<file path="config.mk">
export PLATFORM = sky130hd
export DESIGN_NAME = converter_setpoint_registers
export DESIGN_NICKNAME = d
export VERILOG_FILES = /design/src/verilog/setpoint_pkg.sv /design/src/verilog/converter_setpoint_registers.sv /design/src/verilog/voltage_decoder.sv
export SDC_FILE = /design/constraint.sdc
export NUM_CORES = 1
export LEC_CHECK = 0
export BUFFER_PORTS_ARGS = -buffer_cell sky130_fd_sc_hd__buf_2
export CORE_ASPECT_RATIO = 2
export CORE_MARGIN = 2
export CORE_UTILIZATION = 60
export CTS_BUF_LIST = sky130_fd_sc_hd__clkbuf_8
export DETAILED_ROUTE_END_ITERATION = 16
export GPL_TIMING_DRIVEN = 0
export PLACE_DENSITY = 0.81
export SLEW_MARGIN = 25
export SYNTH_ARGS = -nofsm -noshare
export SYNTH_HDL_FRONTEND = slang
export SYNTH_SLANG_ARGS = --single-unit
</file>
<file path="constraint.sdc">
create_clock -name core_clk -period 8 [get_ports core_clk]
set_input_delay 2.4 -clock core_clk [delete_from_list [all_inputs] [get_ports core_clk]]
set_output_delay 2.4 -clock core_clk [all_outputs]
set_load 0.03 [all_outputs]
</file>
<file path="src/verilog/setpoint_pkg.sv">
// Package of offsets, field layouts, reset values and decode constants for the set-point bank.
// Function
// - Limit codes 2..7 give 2.5..5.0 A, 0.5 steps
// - Limit code applies immediately, even while running
// - Slew codes 0..7 map 30 down to 0.4 mV/us
// - One slew setting serves rising and falling ramps
// - Codes 0x00..0x17: 500 mV plus 10 mV steps
// - Codes 0x18..0x9D: 735 mV plus 5 mV steps
// - Codes 0x9E..0xFF: 1420 mV plus 20 mV steps
// - Converters zero..two each hold a floor set point
// - Floor set points of one and two reset 0x00
// - Converter zero set point resets to 0x39
// - Converter one set point resets to 0x75
// - Converter two set point resets to 0xB1
// - Roof/floor mode: pin high normal, low floor
package setpoint_pkg;
	// Register addresses on the serial control port.
	localparam logic [7:0] ADDR_CONV3_LIMIT_SLEW = 8'h09;
	localparam logic [7:0] ADDR_CONV0_SETPOINT = 8'h0A;
	localparam logic [7:0] ADDR_CONV0_LOW = 8'h0B;
	localparam logic [7:0] ADDR_CONV1_SETPOINT = 8'h0C;
	localparam logic [7:0] ADDR_CONV1_LOW = 8'h0D;
	localparam logic [7:0] ADDR_CONV2_SETPOINT = 8'h0E;
	localparam logic [7:0] ADDR_CONV2_LOW = 8'h0F;
	// Field positions of the limit and slew register.
	localparam int LIMIT_LSB = 3;
	localparam int SLEW_LSB = 0;
	// Reset values.
	localparam logic [7:0] RST_CONV3_LIMIT_SLEW = 8'h2A;
	localparam logic [7:0] RST_CONV0_SETPOINT = 8'h39;
	localparam logic [7:0] RST_CONV1_SETPOINT = 8'h75;
	localparam logic [7:0] RST_CONV2_SETPOINT = 8'hB1;
	localparam logic [7:0] RST_LOW_SETPOINT = 8'h00;
	// Set-point decode segments, in millivolts.
	localparam logic [7:0] SEG1_FIRST = 8'h18;
	localparam logic [7:0] SEG2_FIRST = 8'h9E;
	localparam logic [11:0] SEG0_BASE_MV = 12'h1F4;
	localparam logic [11:0] SEG1_BASE_MV = 12'h2DF;
	localparam logic [11:0] SEG2_BASE_MV = 12'h58C;
	localparam logic [11:0] SEG0_STEP_MV = 12'h00A;
	localparam logic [11:0] SEG1_STEP_MV = 12'h005;
	localparam logic [11:0] SEG2_STEP_MV = 12'h014;
	// Current limit decode, in milliamps: base at code 2, 500 mA per step.
	localparam logic [2:0] LIMIT_FIRST_CODE = 3'h2;
	localparam logic [12:0] LIMIT_BASE_MA = 13'h09C4;
	localparam logic [12:0] LIMIT_STEP_MA = 13'h01F4;
	// Slew rates in units of 0.01 mV/us, indexed by code.
	localparam logic [11:0] SLEW_TABLE [8] = '{12'hBB8, 12'h5DC, 12'h3E8, 12'h2EE,
		12'h17C, 12'h0BE, 12'h05E, 12'h028};
endpackage

</file>
<file path="src/verilog/converter_setpoint_registers.sv">
// Register bank holding converter three limit/slew and converters zero..two set points.
`timescale 1ns/1ps
module converter_setpoint_registers (
	input wire logic core_clk,
	input wire logic rstn,
	input wire logic wr_en,
	input wire logic [7:0] wr_addr,
	input wire logic [7:0] wr_data,
	input wire logic [7:0] rd_addr,
	input wire logic [2:0] roof_floor_sel,
	input wire logic [2:0] enable_pin,
	output logic [7:0] rd_data,
	output logic rd_hit,
	output logic [2:0] conv3_current_limit,
	output logic [12:0] conv3_limit_ma,
	output logic [2:0] conv3_ramp_speed,
	output logic [11:0] conv3_ramp_rate,
	output logic [11:0] conv0_target_mv,
	output logic [11:0] conv1_target_mv,
	output logic [11:0] conv2_target_mv
);
	// The bank keeps the seven writable codes and decodes them into physical units.
	// Every result leaves through an output flop, so a consumer sees each register
	// change one edge after the register itself takes it.
	// Limitation: no range check is made on a set point; every 8-bit value is legal.
	// Stored registers.
	logic [7:0] limit_slew;
	logic [7:0] conv0_voltage_code;
	logic [7:0] conv0_low_voltage_code;
	logic [7:0] conv1_voltage_code;
	logic [7:0] conv1_low_voltage_code;
	logic [7:0] conv2_voltage_code;
	logic [7:0] conv2_low_voltage_code;
	// Next values computed by the write decode.
	logic [7:0] next_limit_slew;
	logic [7:0] next_conv0_voltage_code;
	logic [7:0] next_conv0_low_voltage_code;
	logic [7:0] next_conv1_voltage_code;
	logic [7:0] next_conv1_low_voltage_code;
	logic [7:0] next_conv2_voltage_code;
	logic [7:0] next_conv2_low_voltage_code;
	// Pin synchroniser stages; only the second stage is read by logic.
	logic [2:0] pin_meta;
	logic [2:0] pin_sync;
	// Selected code per converter and its decoded voltage.
	logic [7:0] active_code [3];
	logic [11:0] decoded_mv [3];
	// Read path and outputs, registered.
	logic [7:0] next_rd_data;
	logic next_rd_hit;
	logic [12:0] next_limit_ma;
	logic [11:0] next_ramp_rate;
	// Fields split out of the limit and slew register.
	logic [2:0] limit_field;
	logic [2:0] slew_field;

	// Write decode: a write to any of the seven addresses takes effect on the next edge, converter running or not.
	always_comb begin
		// Hold every register unless a write names it.
		next_limit_slew = limit_slew;
		next_conv0_voltage_code = conv0_voltage_code;
		next_conv0_low_voltage_code = conv0_low_voltage_code;
		next_conv1_voltage_code = conv1_voltage_code;
		next_conv1_low_voltage_code = conv1_low_voltage_code;
		next_conv2_voltage_code = conv2_voltage_code;
		next_conv2_low_voltage_code = conv2_low_voltage_code;
		if (wr_en) begin
			if (wr_addr == setpoint_pkg::ADDR_CONV3_LIMIT_SLEW) begin
				// Converter three limit and slew; reserved bits are kept as written.
				next_limit_slew = wr_data;
			end else if (wr_addr == setpoint_pkg::ADDR_CONV0_SETPOINT) begin
				// Converter zero normal set point.
				next_conv0_voltage_code = wr_data;
			end else if (wr_addr == setpoint_pkg::ADDR_CONV0_LOW) begin
				// Converter zero floor set point.
				next_conv0_low_voltage_code = wr_data;
			end else if (wr_addr == setpoint_pkg::ADDR_CONV1_SETPOINT) begin
				// Converter one normal set point.
				next_conv1_voltage_code = wr_data;
			end else if (wr_addr == setpoint_pkg::ADDR_CONV1_LOW) begin
				// Converter one floor set point.
				next_conv1_low_voltage_code = wr_data;
			end else if (wr_addr == setpoint_pkg::ADDR_CONV2_SETPOINT) begin
				// Converter two normal set point.
				next_conv2_voltage_code = wr_data;
			end else if (wr_addr == setpoint_pkg::ADDR_CONV2_LOW) begin
				// Converter two floor set point.
				next_conv2_low_voltage_code = wr_data;
			end
			// Writes to other addresses belong to other banks and are ignored here.
		end
	end

	// Register stage with synchronous reset to the documented defaults.
	always_ff @(posedge core_clk) begin
		if (!rstn) begin
			// Defaults; the reserved bits of the limit register come up as zero.
			limit_slew <= setpoint_pkg::RST_CONV3_LIMIT_SLEW;
			conv0_voltage_code <= setpoint_pkg::RST_CONV0_SETPOINT;
			conv0_low_voltage_code <= setpoint_pkg::RST_LOW_SETPOINT;
			conv1_voltage_code <= setpoint_pkg::RST_CONV1_SETPOINT;
			conv1_low_voltage_code <= setpoint_pkg::RST_LOW_SETPOINT;
			conv2_voltage_code <= setpoint_pkg::RST_CONV2_SETPOINT;
			conv2_low_voltage_code <= setpoint_pkg::RST_LOW_SETPOINT;
		end else begin
			// Load whatever the write decode chose.
			limit_slew <= next_limit_slew;
			conv0_voltage_code <= next_conv0_voltage_code;
			conv0_low_voltage_code <= next_conv0_low_voltage_code;
			conv1_voltage_code <= next_conv1_voltage_code;
			conv1_low_voltage_code <= next_conv1_low_voltage_code;
			conv2_voltage_code <= next_conv2_voltage_code;
			conv2_low_voltage_code <= next_conv2_low_voltage_code;
		end
	end

	// Enable pins come from outside the clock domain, so they pass two flops.
	always_ff @(posedge core_clk) begin
		if (!rstn) begin
			// Pins read low after reset, so roof/floor mode starts on the floor code.
			pin_meta <= 3'h0;
			pin_sync <= 3'h0;
		end else begin
			// The first stage may go metastable; only the second stage feeds logic.
			pin_meta <= enable_pin;
			pin_sync <= pin_meta;
		end
	end

	// Roof/floor choice: with the mode on, a high pin picks the normal code.
	always_comb begin
		// Converter zero.
		active_code[0] = (roof_floor_sel[0] && !pin_sync[0]) ?
			conv0_low_voltage_code : conv0_voltage_code;
		// Converter one.
		active_code[1] = (roof_floor_sel[1] && !pin_sync[1]) ?
			conv1_low_voltage_code : conv1_voltage_code;
		// Converter two.
		active_code[2] = (roof_floor_sel[2] && !pin_sync[2]) ?
			conv2_low_voltage_code : conv2_voltage_code;
	end

	// One decoder per converter; floor and normal share the same mapping.
	// Three copies rather than one shared decoder, so all targets move together.
	for (genvar i = 0; i < 3; i++) begin : g_dec
		voltage_decoder u_dec (
			.code(active_code[i]),
			.millivolts(decoded_mv[i])
		);
	end

	// Limit and slew decode plus the read mux.
	always_comb begin
		// Split the stored byte into its two fields.
		limit_field = limit_slew[setpoint_pkg::LIMIT_LSB +: 3];
		slew_field = limit_slew[setpoint_pkg::SLEW_LSB +: 3];
		// Codes below the first documented one saturate at the lowest limit.
		if (limit_field < setpoint_pkg::LIMIT_FIRST_CODE) begin
			next_limit_ma = setpoint_pkg::LIMIT_BASE_MA;
		end else begin
			// Codes two to seven step linearly from the base.
			next_limit_ma = setpoint_pkg::LIMIT_BASE_MA + setpoint_pkg::LIMIT_STEP_MA
				* {10'h000, limit_field - setpoint_pkg::LIMIT_FIRST_CODE};
		end
		// The single rate serves both ramp directions.
		next_ramp_rate = setpoint_pkg::SLEW_TABLE[slew_field];
		// The default assumes a hit; only the final else drops it.
		next_rd_hit = 1'b1;
		// Read data is the raw stored byte; decoding serves only the outputs.
		next_rd_data = 8'h00;
		if (rd_addr == setpoint_pkg::ADDR_CONV3_LIMIT_SLEW) begin
			// Limit and slew, reserved bits included.
			next_rd_data = limit_slew;
		end else if (rd_addr == setpoint_pkg::ADDR_CONV0_SETPOINT) begin
			// Converter zero normal code.
			next_rd_data = conv0_voltage_code;
		end else if (rd_addr == setpoint_pkg::ADDR_CONV0_LOW) begin
			// Converter zero floor code.
			next_rd_data = conv0_low_voltage_code;
		end else if (rd_addr == setpoint_pkg::ADDR_CONV1_SETPOINT) begin
			// Converter one normal code.
			next_rd_data = conv1_voltage_code;
		end else if (rd_addr == setpoint_pkg::ADDR_CONV1_LOW) begin
			// Converter one floor code.
			next_rd_data = conv1_low_voltage_code;
		end else if (rd_addr == setpoint_pkg::ADDR_CONV2_SETPOINT) begin
			// Converter two normal code.
			next_rd_data = conv2_voltage_code;
		end else if (rd_addr == setpoint_pkg::ADDR_CONV2_LOW) begin
			// Converter two floor code.
			next_rd_data = conv2_low_voltage_code;
		end else begin
			// Unmapped here: reads zero and drops the hit flag.
			next_rd_hit = 1'b0;
		end
	end

	// Output flops so every output comes straight from a register.
	// Trade-off: one extra edge of latency buys outputs free of decode glitches.
	always_ff @(posedge core_clk) begin
		if (!rstn) begin
			// Outputs read zero while reset is held.
			rd_data <= 8'h00;
			rd_hit <= 1'b0;
			conv3_current_limit <= 3'h0;
			conv3_limit_ma <= 13'h0000;
			conv3_ramp_speed <= 3'h0;
			conv3_ramp_rate <= 12'h000;
			conv0_target_mv <= 12'h000;
			conv1_target_mv <= 12'h000;
			conv2_target_mv <= 12'h000;
		end else begin
			// Register the read mux and the decoded values.
			rd_data <= next_rd_data;
			rd_hit <= next_rd_hit;
			conv3_current_limit <= limit_field;
			conv3_limit_ma <= next_limit_ma;
			conv3_ramp_speed <= slew_field;
			conv3_ramp_rate <= next_ramp_rate;
			conv0_target_mv <= decoded_mv[0];
			conv1_target_mv <= decoded_mv[1];
			conv2_target_mv <= decoded_mv[2];
		end
	end
endmodule

</file>
<file path="src/verilog/voltage_decoder.sv">
// Piecewise decoder from an 8-bit set-point code to output millivolts.
`timescale 1ns/1ps
module voltage_decoder (
	input wire logic [7:0] code,
	output logic [11:0] millivolts
);
	// Three linear segments; the upper two subtract their first code from the input.
	always_comb begin
		if (code < setpoint_pkg::SEG1_FIRST) begin
			// Lowest segment, 10 mV per step.
			millivolts = setpoint_pkg::SEG0_BASE_MV + setpoint_pkg::SEG0_STEP_MV * {4'h0, code};
		end else if (code < setpoint_pkg::SEG2_FIRST) begin
			// Middle segment, 5 mV per step.
			millivolts = setpoint_pkg::SEG1_BASE_MV
				+ setpoint_pkg::SEG1_STEP_MV * {4'h0, code - setpoint_pkg::SEG1_FIRST};
		end else begin
			// Top segment, 20 mV per step.
			millivolts = setpoint_pkg::SEG2_BASE_MV
				+ setpoint_pkg::SEG2_STEP_MV * {4'h0, code - setpoint_pkg::SEG2_FIRST};
		end
	end
endmodule
</file>
==> flow_summary.ini, run 1 <==
[yosys]
netlist_area_sq_mm = 0.0111
synth-edff-count = 0
ys_ff_latch = 135
synth_top_area_frac = 0.243
yosys.area.top_type = dfxtp_1
yosys_warnings = 0
netlist_instances = 1266
synth_area_leaders = dfxtp_1 (24%), ha_1 (15%), mux2i_1 (7.2%)
syn_avg_cell_area_sq_um = 8.77
ys_async_sr_fraction = 0
yosysUniqueCellTypes = 77
yosysSeqAreaShare = 0.243
ys.flop_type = dfxtp_1

[critical_path]
r2r_cells = 18
critPathSlowestCell = mux2i_1
path_class = primary input to register
cp-start-kind = primary input
cp.arrival_ns = 7.44
critPathMaxFanout = 10
endpoint_kind = register
required_ns = 8.36
rr_endpoint = conv1_target_mv[11]$_SDFF_PN0_
path_cells = buf_2 -> nand2b_4 -> buf_6 -> buf_6 -> mux2i_1 -> inv_1 -> ha_1 -> xor2_1 -> ha_1 -> ha_1 -> inv_1 -> fa_1 -> nor2b_1 -> o21ai_0 -> a21boi_0 -> nor3_2 -> a41o_1 -> or3_1 -> nor4_1
slowest_delay_ns = 0.76
cp_common_cell = ha_1
rr_startpoint = pin_sync[1]$_SDFF_PN0_
r2r_setup_slack_ns = 2.59

[route]
ant_nets = 0
firstDrtPassIters = 6
drt_iter0_markers = 478
post_drt_wl_per_cell_um = 18.9
totalWireLength_um = 30600
viasPerCell = 6.05
drc = 0
num_vias = 9803

[layout]
ff_latch_area_sq_mm = 0.00270
finish.utilization = 0.676
fill_cells = 1504
stdcell_area_sq_mm = 0.0123
multi_input_area_sq_mm = 0.00787
drive_gt1_frac = 0.142
diodes = 0
final_cells = 1619
nets = 1583
syn_to_final_growth_pct = 10.9

[placement]
dpl_cell_area_sq_mm = 0.0119
placed_cells = 1587
place_ws_ns = 0.518
hpwl_um = 23900
port_buffers = 103
gp_congestion = 1.03

[timing]
finalHoldViolCount = 0
setup_tns_ns = 0
rsz0062_at_grt = no
setup_viol = 0
slew_violations = 0
whs_ns = 0.435
postLayoutSetupSlackWorst_ns = 0.913
skew_ns = 0.0128
relSlewSlack = 0.268
fmax_mhz = 141
min_period_ns = 7.09
tightest_slew_ns = 1.10
min_period_over_period = 0.886

[clocking]
cts-root-buf = clkbuf_8
cts_buffers = 17
cts-hold-fix-buffers = 0
htreeDepth = 4
cts_sinks = 135
cts_buffer_depth = 2
cts_resized = 0
post_cts_buffers = 0
cts_tree = built
clk_latency_ns = 0.47
clkTransAtPathRegs_ns = 0.07

[power_and_ir_drop]
p_switching_mw = 0.745
total_leakage_power_nw = 5.79
peakVddDrop_v = 0.000101
power.total_mw = 2.05
pwr-share-comb = 0.354
netSwitchingFraction = 0.363
power_frac_seq = 0.349
p_int_mw = 1.31
power_density_mw_per_mm2 = 167
clkPwrFrac = 0.298

[global_routing]
grt_pass1_vias = 9930
grt_max_degree = 17
antenna_found_initial = 0
grt-ovfl-total = 0
grt_pass1_wl_um = 48100
grt_usage = 0.315

[floorplan]
dieArea_sq_mm = 0.0197
start_util = 0.610
core_area_sq_mm = 0.0182
fp-row-count = 70
die_w_um = 100
pin_count = 109
die_h_um = 196

[run_status]
status = completed

[hold_path]
holdPathStages = 1
holdPathEnd = pin_sync[1]$_SDFF_PN0_
hp-start = pin_meta[1]$_SDFF_PN0_
hp-class = register to register

[job]
maxCapViolCount = 0
-- cell families after synthesis --
family | Yosys count | share of synthesized area
muxes | 108 | 0.113
and+or+nand+nor | 381 | 0.163
buffers and inverters | 129 | 0.0485
other | 1 | 0.000338
xor gates and xnor gates | 113 | 0.0912
adders and majority gates | 160 | 0.196
AOI/OAI and AO/OA | 239 | 0.144
DFF | 135 | 0.243
-- power groups by stage --
stage / sequential, mW / combinational, mW / clock [mW]
4_1_cts: 0.716 / 0.718 / 0.616
3_5_place_dp: 0.731 / 0.712 / 0
2_1_floorplan: 0.802 / 0.470 / 0
3_3_place_gp: 0.731 / 0.698 / 0
6_report: 0.716 / 0.726 / 0.611
5_1_grt: 0.720 / 0.786 / 0.641
-- registers in the layout, indices dropped and copies added (netlist names), 8 cells and up --
register,cells
conv0_voltage_code,8
conv3_ramp_rate,11
conv2_voltage_code,8
conv2_target_mv,12
conv0_target_mv,12
rd_data,8
conv3_limit_ma,11
conv1_low_voltage_code,8
conv0_low_voltage_code,8
conv1_target_mv,12
limit_slew,8
conv2_low_voltage_code,8
conv1_voltage_code,8
-- worst max path at each step --
stage,start,end,slack [ns],cells after the start
after floorplan,roof_floor_sel[2],conv2_target_mv[11]$_SDFF_PN0_,1.58,18
after global placement,roof_floor_sel[1],conv1_target_mv[11]$_SDFF_PN0_,0.56,19
after detailed placement,roof_floor_sel[1],conv1_target_mv[11]$_SDFF_PN0_,0.52,19
after CTS,roof_floor_sel[1],conv1_target_mv[11]$_SDFF_PN0_,0.97,19
after global routing,roof_floor_sel[1],conv1_target_mv[11]$_SDFF_PN0_,0.49,19
final,roof_floor_sel[1],conv1_target_mv[11]$_SDFF_PN0_,0.91,19
-- critical path: cells and delay by family --
| family | cells | cell delay (ns) |
|---|---|---|
| AOI/OAI and AO/OA | 3 | 0.94 |
| xor gates and xnor gates | 1 | 0.22 |
| buffers and inverters | 5 | 0.91 |
| and+or+nand+nor | 5 | 0.95 |
| muxes | 1 | 0.76 |
| adders and majority gates | 4 | 1.26 |
-- placed cells by master, fill, tap and decap left out, drive strengths merged, types with 31 or more instances in the layout --
cell type | synthesis | layout
a211oi | 31 | 31
a21oi | 67 | 67
buf | 12 | 115
clkbuf | 33 | 51
dfxtp | 135 | 135
ha | 137 | 137
inv | 84 | 91
mux2i | 86 | 86
nand2 | 84 | 84
nor2 | 158 | 158
o21ai | 42 | 42
xnor2 | 74 | 74
xor2 | 39 | 39
-- final cells by class --
cell class / count / area share
inverter: 84 / 0.0256
tap: 216 / 0.0219
multi-input combinational: 1004 / 0.639
timing repair buffer: 103 / 0.0418
clock inverter: 14 / 0.0140
clock buffer: 18 / 0.0201
sequential: 135 / 0.219
buffer: 45 / 0.0181
-- per-layer routing --
metal  track usage  share of wire  up-vias
li1              -              -     4676
met1         0.289           0.33     4624
met2         0.570           0.53      335
met3        0.0479          0.042      168
met4         0.294           0.10        0
met5             0              0        -
-- synth_stat cells (all sizes together), types with 3 or more instances --
master / number
a211oi: 31
a21o: 10
a21oi: 67
a31o: 3
a31oi: 12
and2: 14
and3: 5
buf: 12
clkbuf: 33
dfxtp: 135
fa: 23
ha: 137
inv: 84
mux2: 14
mux2i: 86
mux4: 8
nand2: 84
nand2b: 15
nand3: 16
nand3b: 9
nand4: 3
nor2: 158
nor2b: 14
nor3: 30
nor3b: 10
nor4: 5
o211ai: 16
o21a: 14
o21ai: 42
o21bai: 5
o22ai: 4
o31a: 4
o31ai: 3
o41ai: 4
or2: 6
or3: 6
xnor2: 74
xor2: 39
Note: power is estimated with default switching activity, not from simulation.
==> inputs of run 2 (changes only) <==
--- a/config.mk
+++ b/config.mk
@@ -13,6 +13,7 @@
 export DETAILED_ROUTE_END_ITERATION = 16
 export GPL_TIMING_DRIVEN = 0
 export PLACE_DENSITY = 0.81
+export RECOVER_POWER = 50
 export SLEW_MARGIN = 25
 export SYNTH_ARGS = -nofsm -noshare
 export SYNTH_HDL_FRONTEND = slang
==> run 2 against run 1 <==
Against the previous run: clock-buffer cell count unchanged; sequential power about the same; final area down 0.74%; non-clock buffer count unchanged; worst hold slack better by 0.0010 ns; via count about the same; sequential share of layout area up 0.16 points; power down 0.42%; maximum frequency up 0.13%; flip-flop and latch count unchanged; die area unchanged.
==> flow_summary.ini, run 2 (synthesis results as in run 1) <==
[clocking]
post_cts_buffers = 0
cts_tree = built
cts_buffers = 17
cts-hold-fix-buffers = 0
htreeDepth = 4
clkTransAtPathRegs_ns = 0.07
cts_resized = 0
cts_sinks = 135
cts-root-buf = clkbuf_8
clk_latency_ns = 0.47
cts_buffer_depth = 2

[critical_path]
cp_common_cell = ha_1
cp.arrival_ns = 7.44
required_ns = 8.36
r2r_cells = 18
r2r_setup_slack_ns = 2.60
rr_startpoint = pin_sync[1]$_SDFF_PN0_
endpoint_kind = register
cp-start-kind = primary input
slowest_delay_ns = 0.76
crit_family = adder cells
path_class = primary input to register
critPathMaxFanout = 10
crit_buf_inv = 5
critPathSlowestCell = mux2i_1
path_cells = buf_2 -> nand2b_4 -> buf_6 -> buf_6 -> mux2i_1 -> inv_1 -> ha_1 -> xor2_1 -> ha_1 -> ha_1 -> inv_1 -> fa_1 -> nor2b_1 -> o21ai_0 -> a21boi_0 -> nor3_2 -> a41o_1 -> or3_1 -> nor4_1
rr_endpoint = conv1_target_mv[11]$_SDFF_PN0_

[global_routing]
grt_pass1_wl_um = 48100
grt_pass1_vias = 9930
grt_max_degree = 17
grt_use_met2 = 0.570
use_met3 = 0.0479
grtUsageMet1 = 0.289
grt-busiest-layer = met2
grt_usage = 0.315
antenna_found_initial = 0
grt-ovfl-total = 0

[route]
viasPerCell = 6.06
totalWireLength_um = 30700
firstDrtPassIters = 6
num_vias = 9808
drc = 0
ant_nets = 0
drt_iter0_markers = 474
post_drt_wl_per_cell_um = 18.9

[layout]
stdcell_area_sq_mm = 0.0122
syn_to_final_growth_pct = 10.1
finish.utilization = 0.671
nets = 1583
final_cells = 1619
drive_gt1_frac = 0.0891
top_regs = conv0_target_mv: 12 flops, conv1_target_mv: 12 flops, conv2_target_mv: 12 flops
diodes = 0
layout_common_cells = nor2_1 (158), ha_1 (137), dfxtp_1 (135)
layout_commonest_cell = nor2_1

[power_and_ir_drop]
power_density_mw_per_mm2 = 167
pwr-share-comb = 0.351
p_switching_mw = 0.745
peakVddDrop_v = 0.0000991
netSwitchingFraction = 0.365
p_int_mw = 1.30
clkPwrFrac = 0.299
power.total_mw = 2.04
power_frac_seq = 0.351
total_leakage_power_nw = 5.52

[timing]
postLayoutSetupSlackWorst_ns = 0.922
skew_ns = 0.0121
setup_viol = 0
slew_violations = 0
rsz0062_at_grt = no
setup_tns_ns = 0
relSlewSlack = 0.276
fmax_mhz = 141
finalHoldViolCount = 0
whs_ns = 0.436
tightest_slew_ns = 1.09
min_period_over_period = 0.885
min_period_ns = 7.08

[job]
maxCapViolCount = 0

[hold_path]
hp-start = pin_meta[1]$_SDFF_PN0_
holdPathEnd = pin_sync[1]$_SDFF_PN0_
holdPathStages = 1
hp-class = register to register

[floorplan]
die_w_um = 100
die_h_um = 196
pin_count = 109
fp-row-count = 70
dieArea_sq_mm = 0.0197
core_area_sq_mm = 0.0182
start_util = 0.610

[placement]
gp_congestion = 1.03
place_ws_ns = 0.518
dpl_cell_area_sq_mm = 0.0119
port_buffers = 103
hpwl_um = 23900
placed_cells = 1587

[run_status]
status = completed
## run 2: power groups by stage
stage | clock network (mW) | registers [mW] | logic, mW
final | 0.611 | 0.717 | 0.717
after floorplan | 0 | 0.802 | 0.470
after global routing | 0.641 | 0.721 | 0.776
after detailed placement | 0 | 0.731 | 0.712
after CTS | 0.616 | 0.716 | 0.718
after global placement | 0 | 0.731 | 0.698
## run 2: layer usage
metal,part of all wire,wire [um],up-vias
li1,-,-,4677
met1,0.33,10300,4608
met2,0.52,16000,345
met3,0.041,1260,178
met4,0.10,3160,0
met5,0,0,-
## run 2: area by class of cell
| cell class | instances | area, sq um |
|---|---|---|
| Buffer | 45 | 223 |
| Clock buffer | 18 | 248 |
| Clock inverter | 14 | 173 |
| Fill cell | 1518 | 5990 |
| Inverter | 84 | 315 |
| Multi-Input combinational cell | 1004 | 7870 |
| Sequential cell | 135 | 2700 |
| Tap cell | 216 | 270 |
| Timing Repair Buffer | 103 | 424 |
## run 2: worst max-delay path by stage
stage | from | to | slack (ns) | cells past startpoint
4_1_cts | roof_floor_sel[1] | conv1_target_mv[11]$_SDFF_PN0_ | 0.97 | 19
3_5_place_dp | roof_floor_sel[1] | conv1_target_mv[11]$_SDFF_PN0_ | 0.52 | 19
3_3_place_gp | roof_floor_sel[1] | conv1_target_mv[11]$_SDFF_PN0_ | 0.56 | 19
5_1_grt | roof_floor_sel[1] | conv1_target_mv[11]$_SDFF_PN0_ | 0.49 | 19
6_report | roof_floor_sel[1] | conv1_target_mv[11]$_SDFF_PN0_ | 0.92 | 19
2_1_floorplan | roof_floor_sel[2] | conv2_target_mv[11]$_SDFF_PN0_ | 1.58 | 18
## run 2: worst reg2reg max path: stages, from the launching register on
cell and delay [ns]:
dfxtp_1 0.33, nand2b_4 0.12, buf_6 0.15, buf_6 0.20, mux2i_1 0.77, inv_1 0.38
ha_1 0.36, xor2_1 0.22, ha_1 0.30, ha_1 0.19, inv_1 0.07, fa_1 0.41
nor2b_1 0.12, o21ai_0 0.11, a21boi_0 0.56, nor3_2 0.18, a41o_1 0.27, or3_1 0.30
nor4_1 0.28
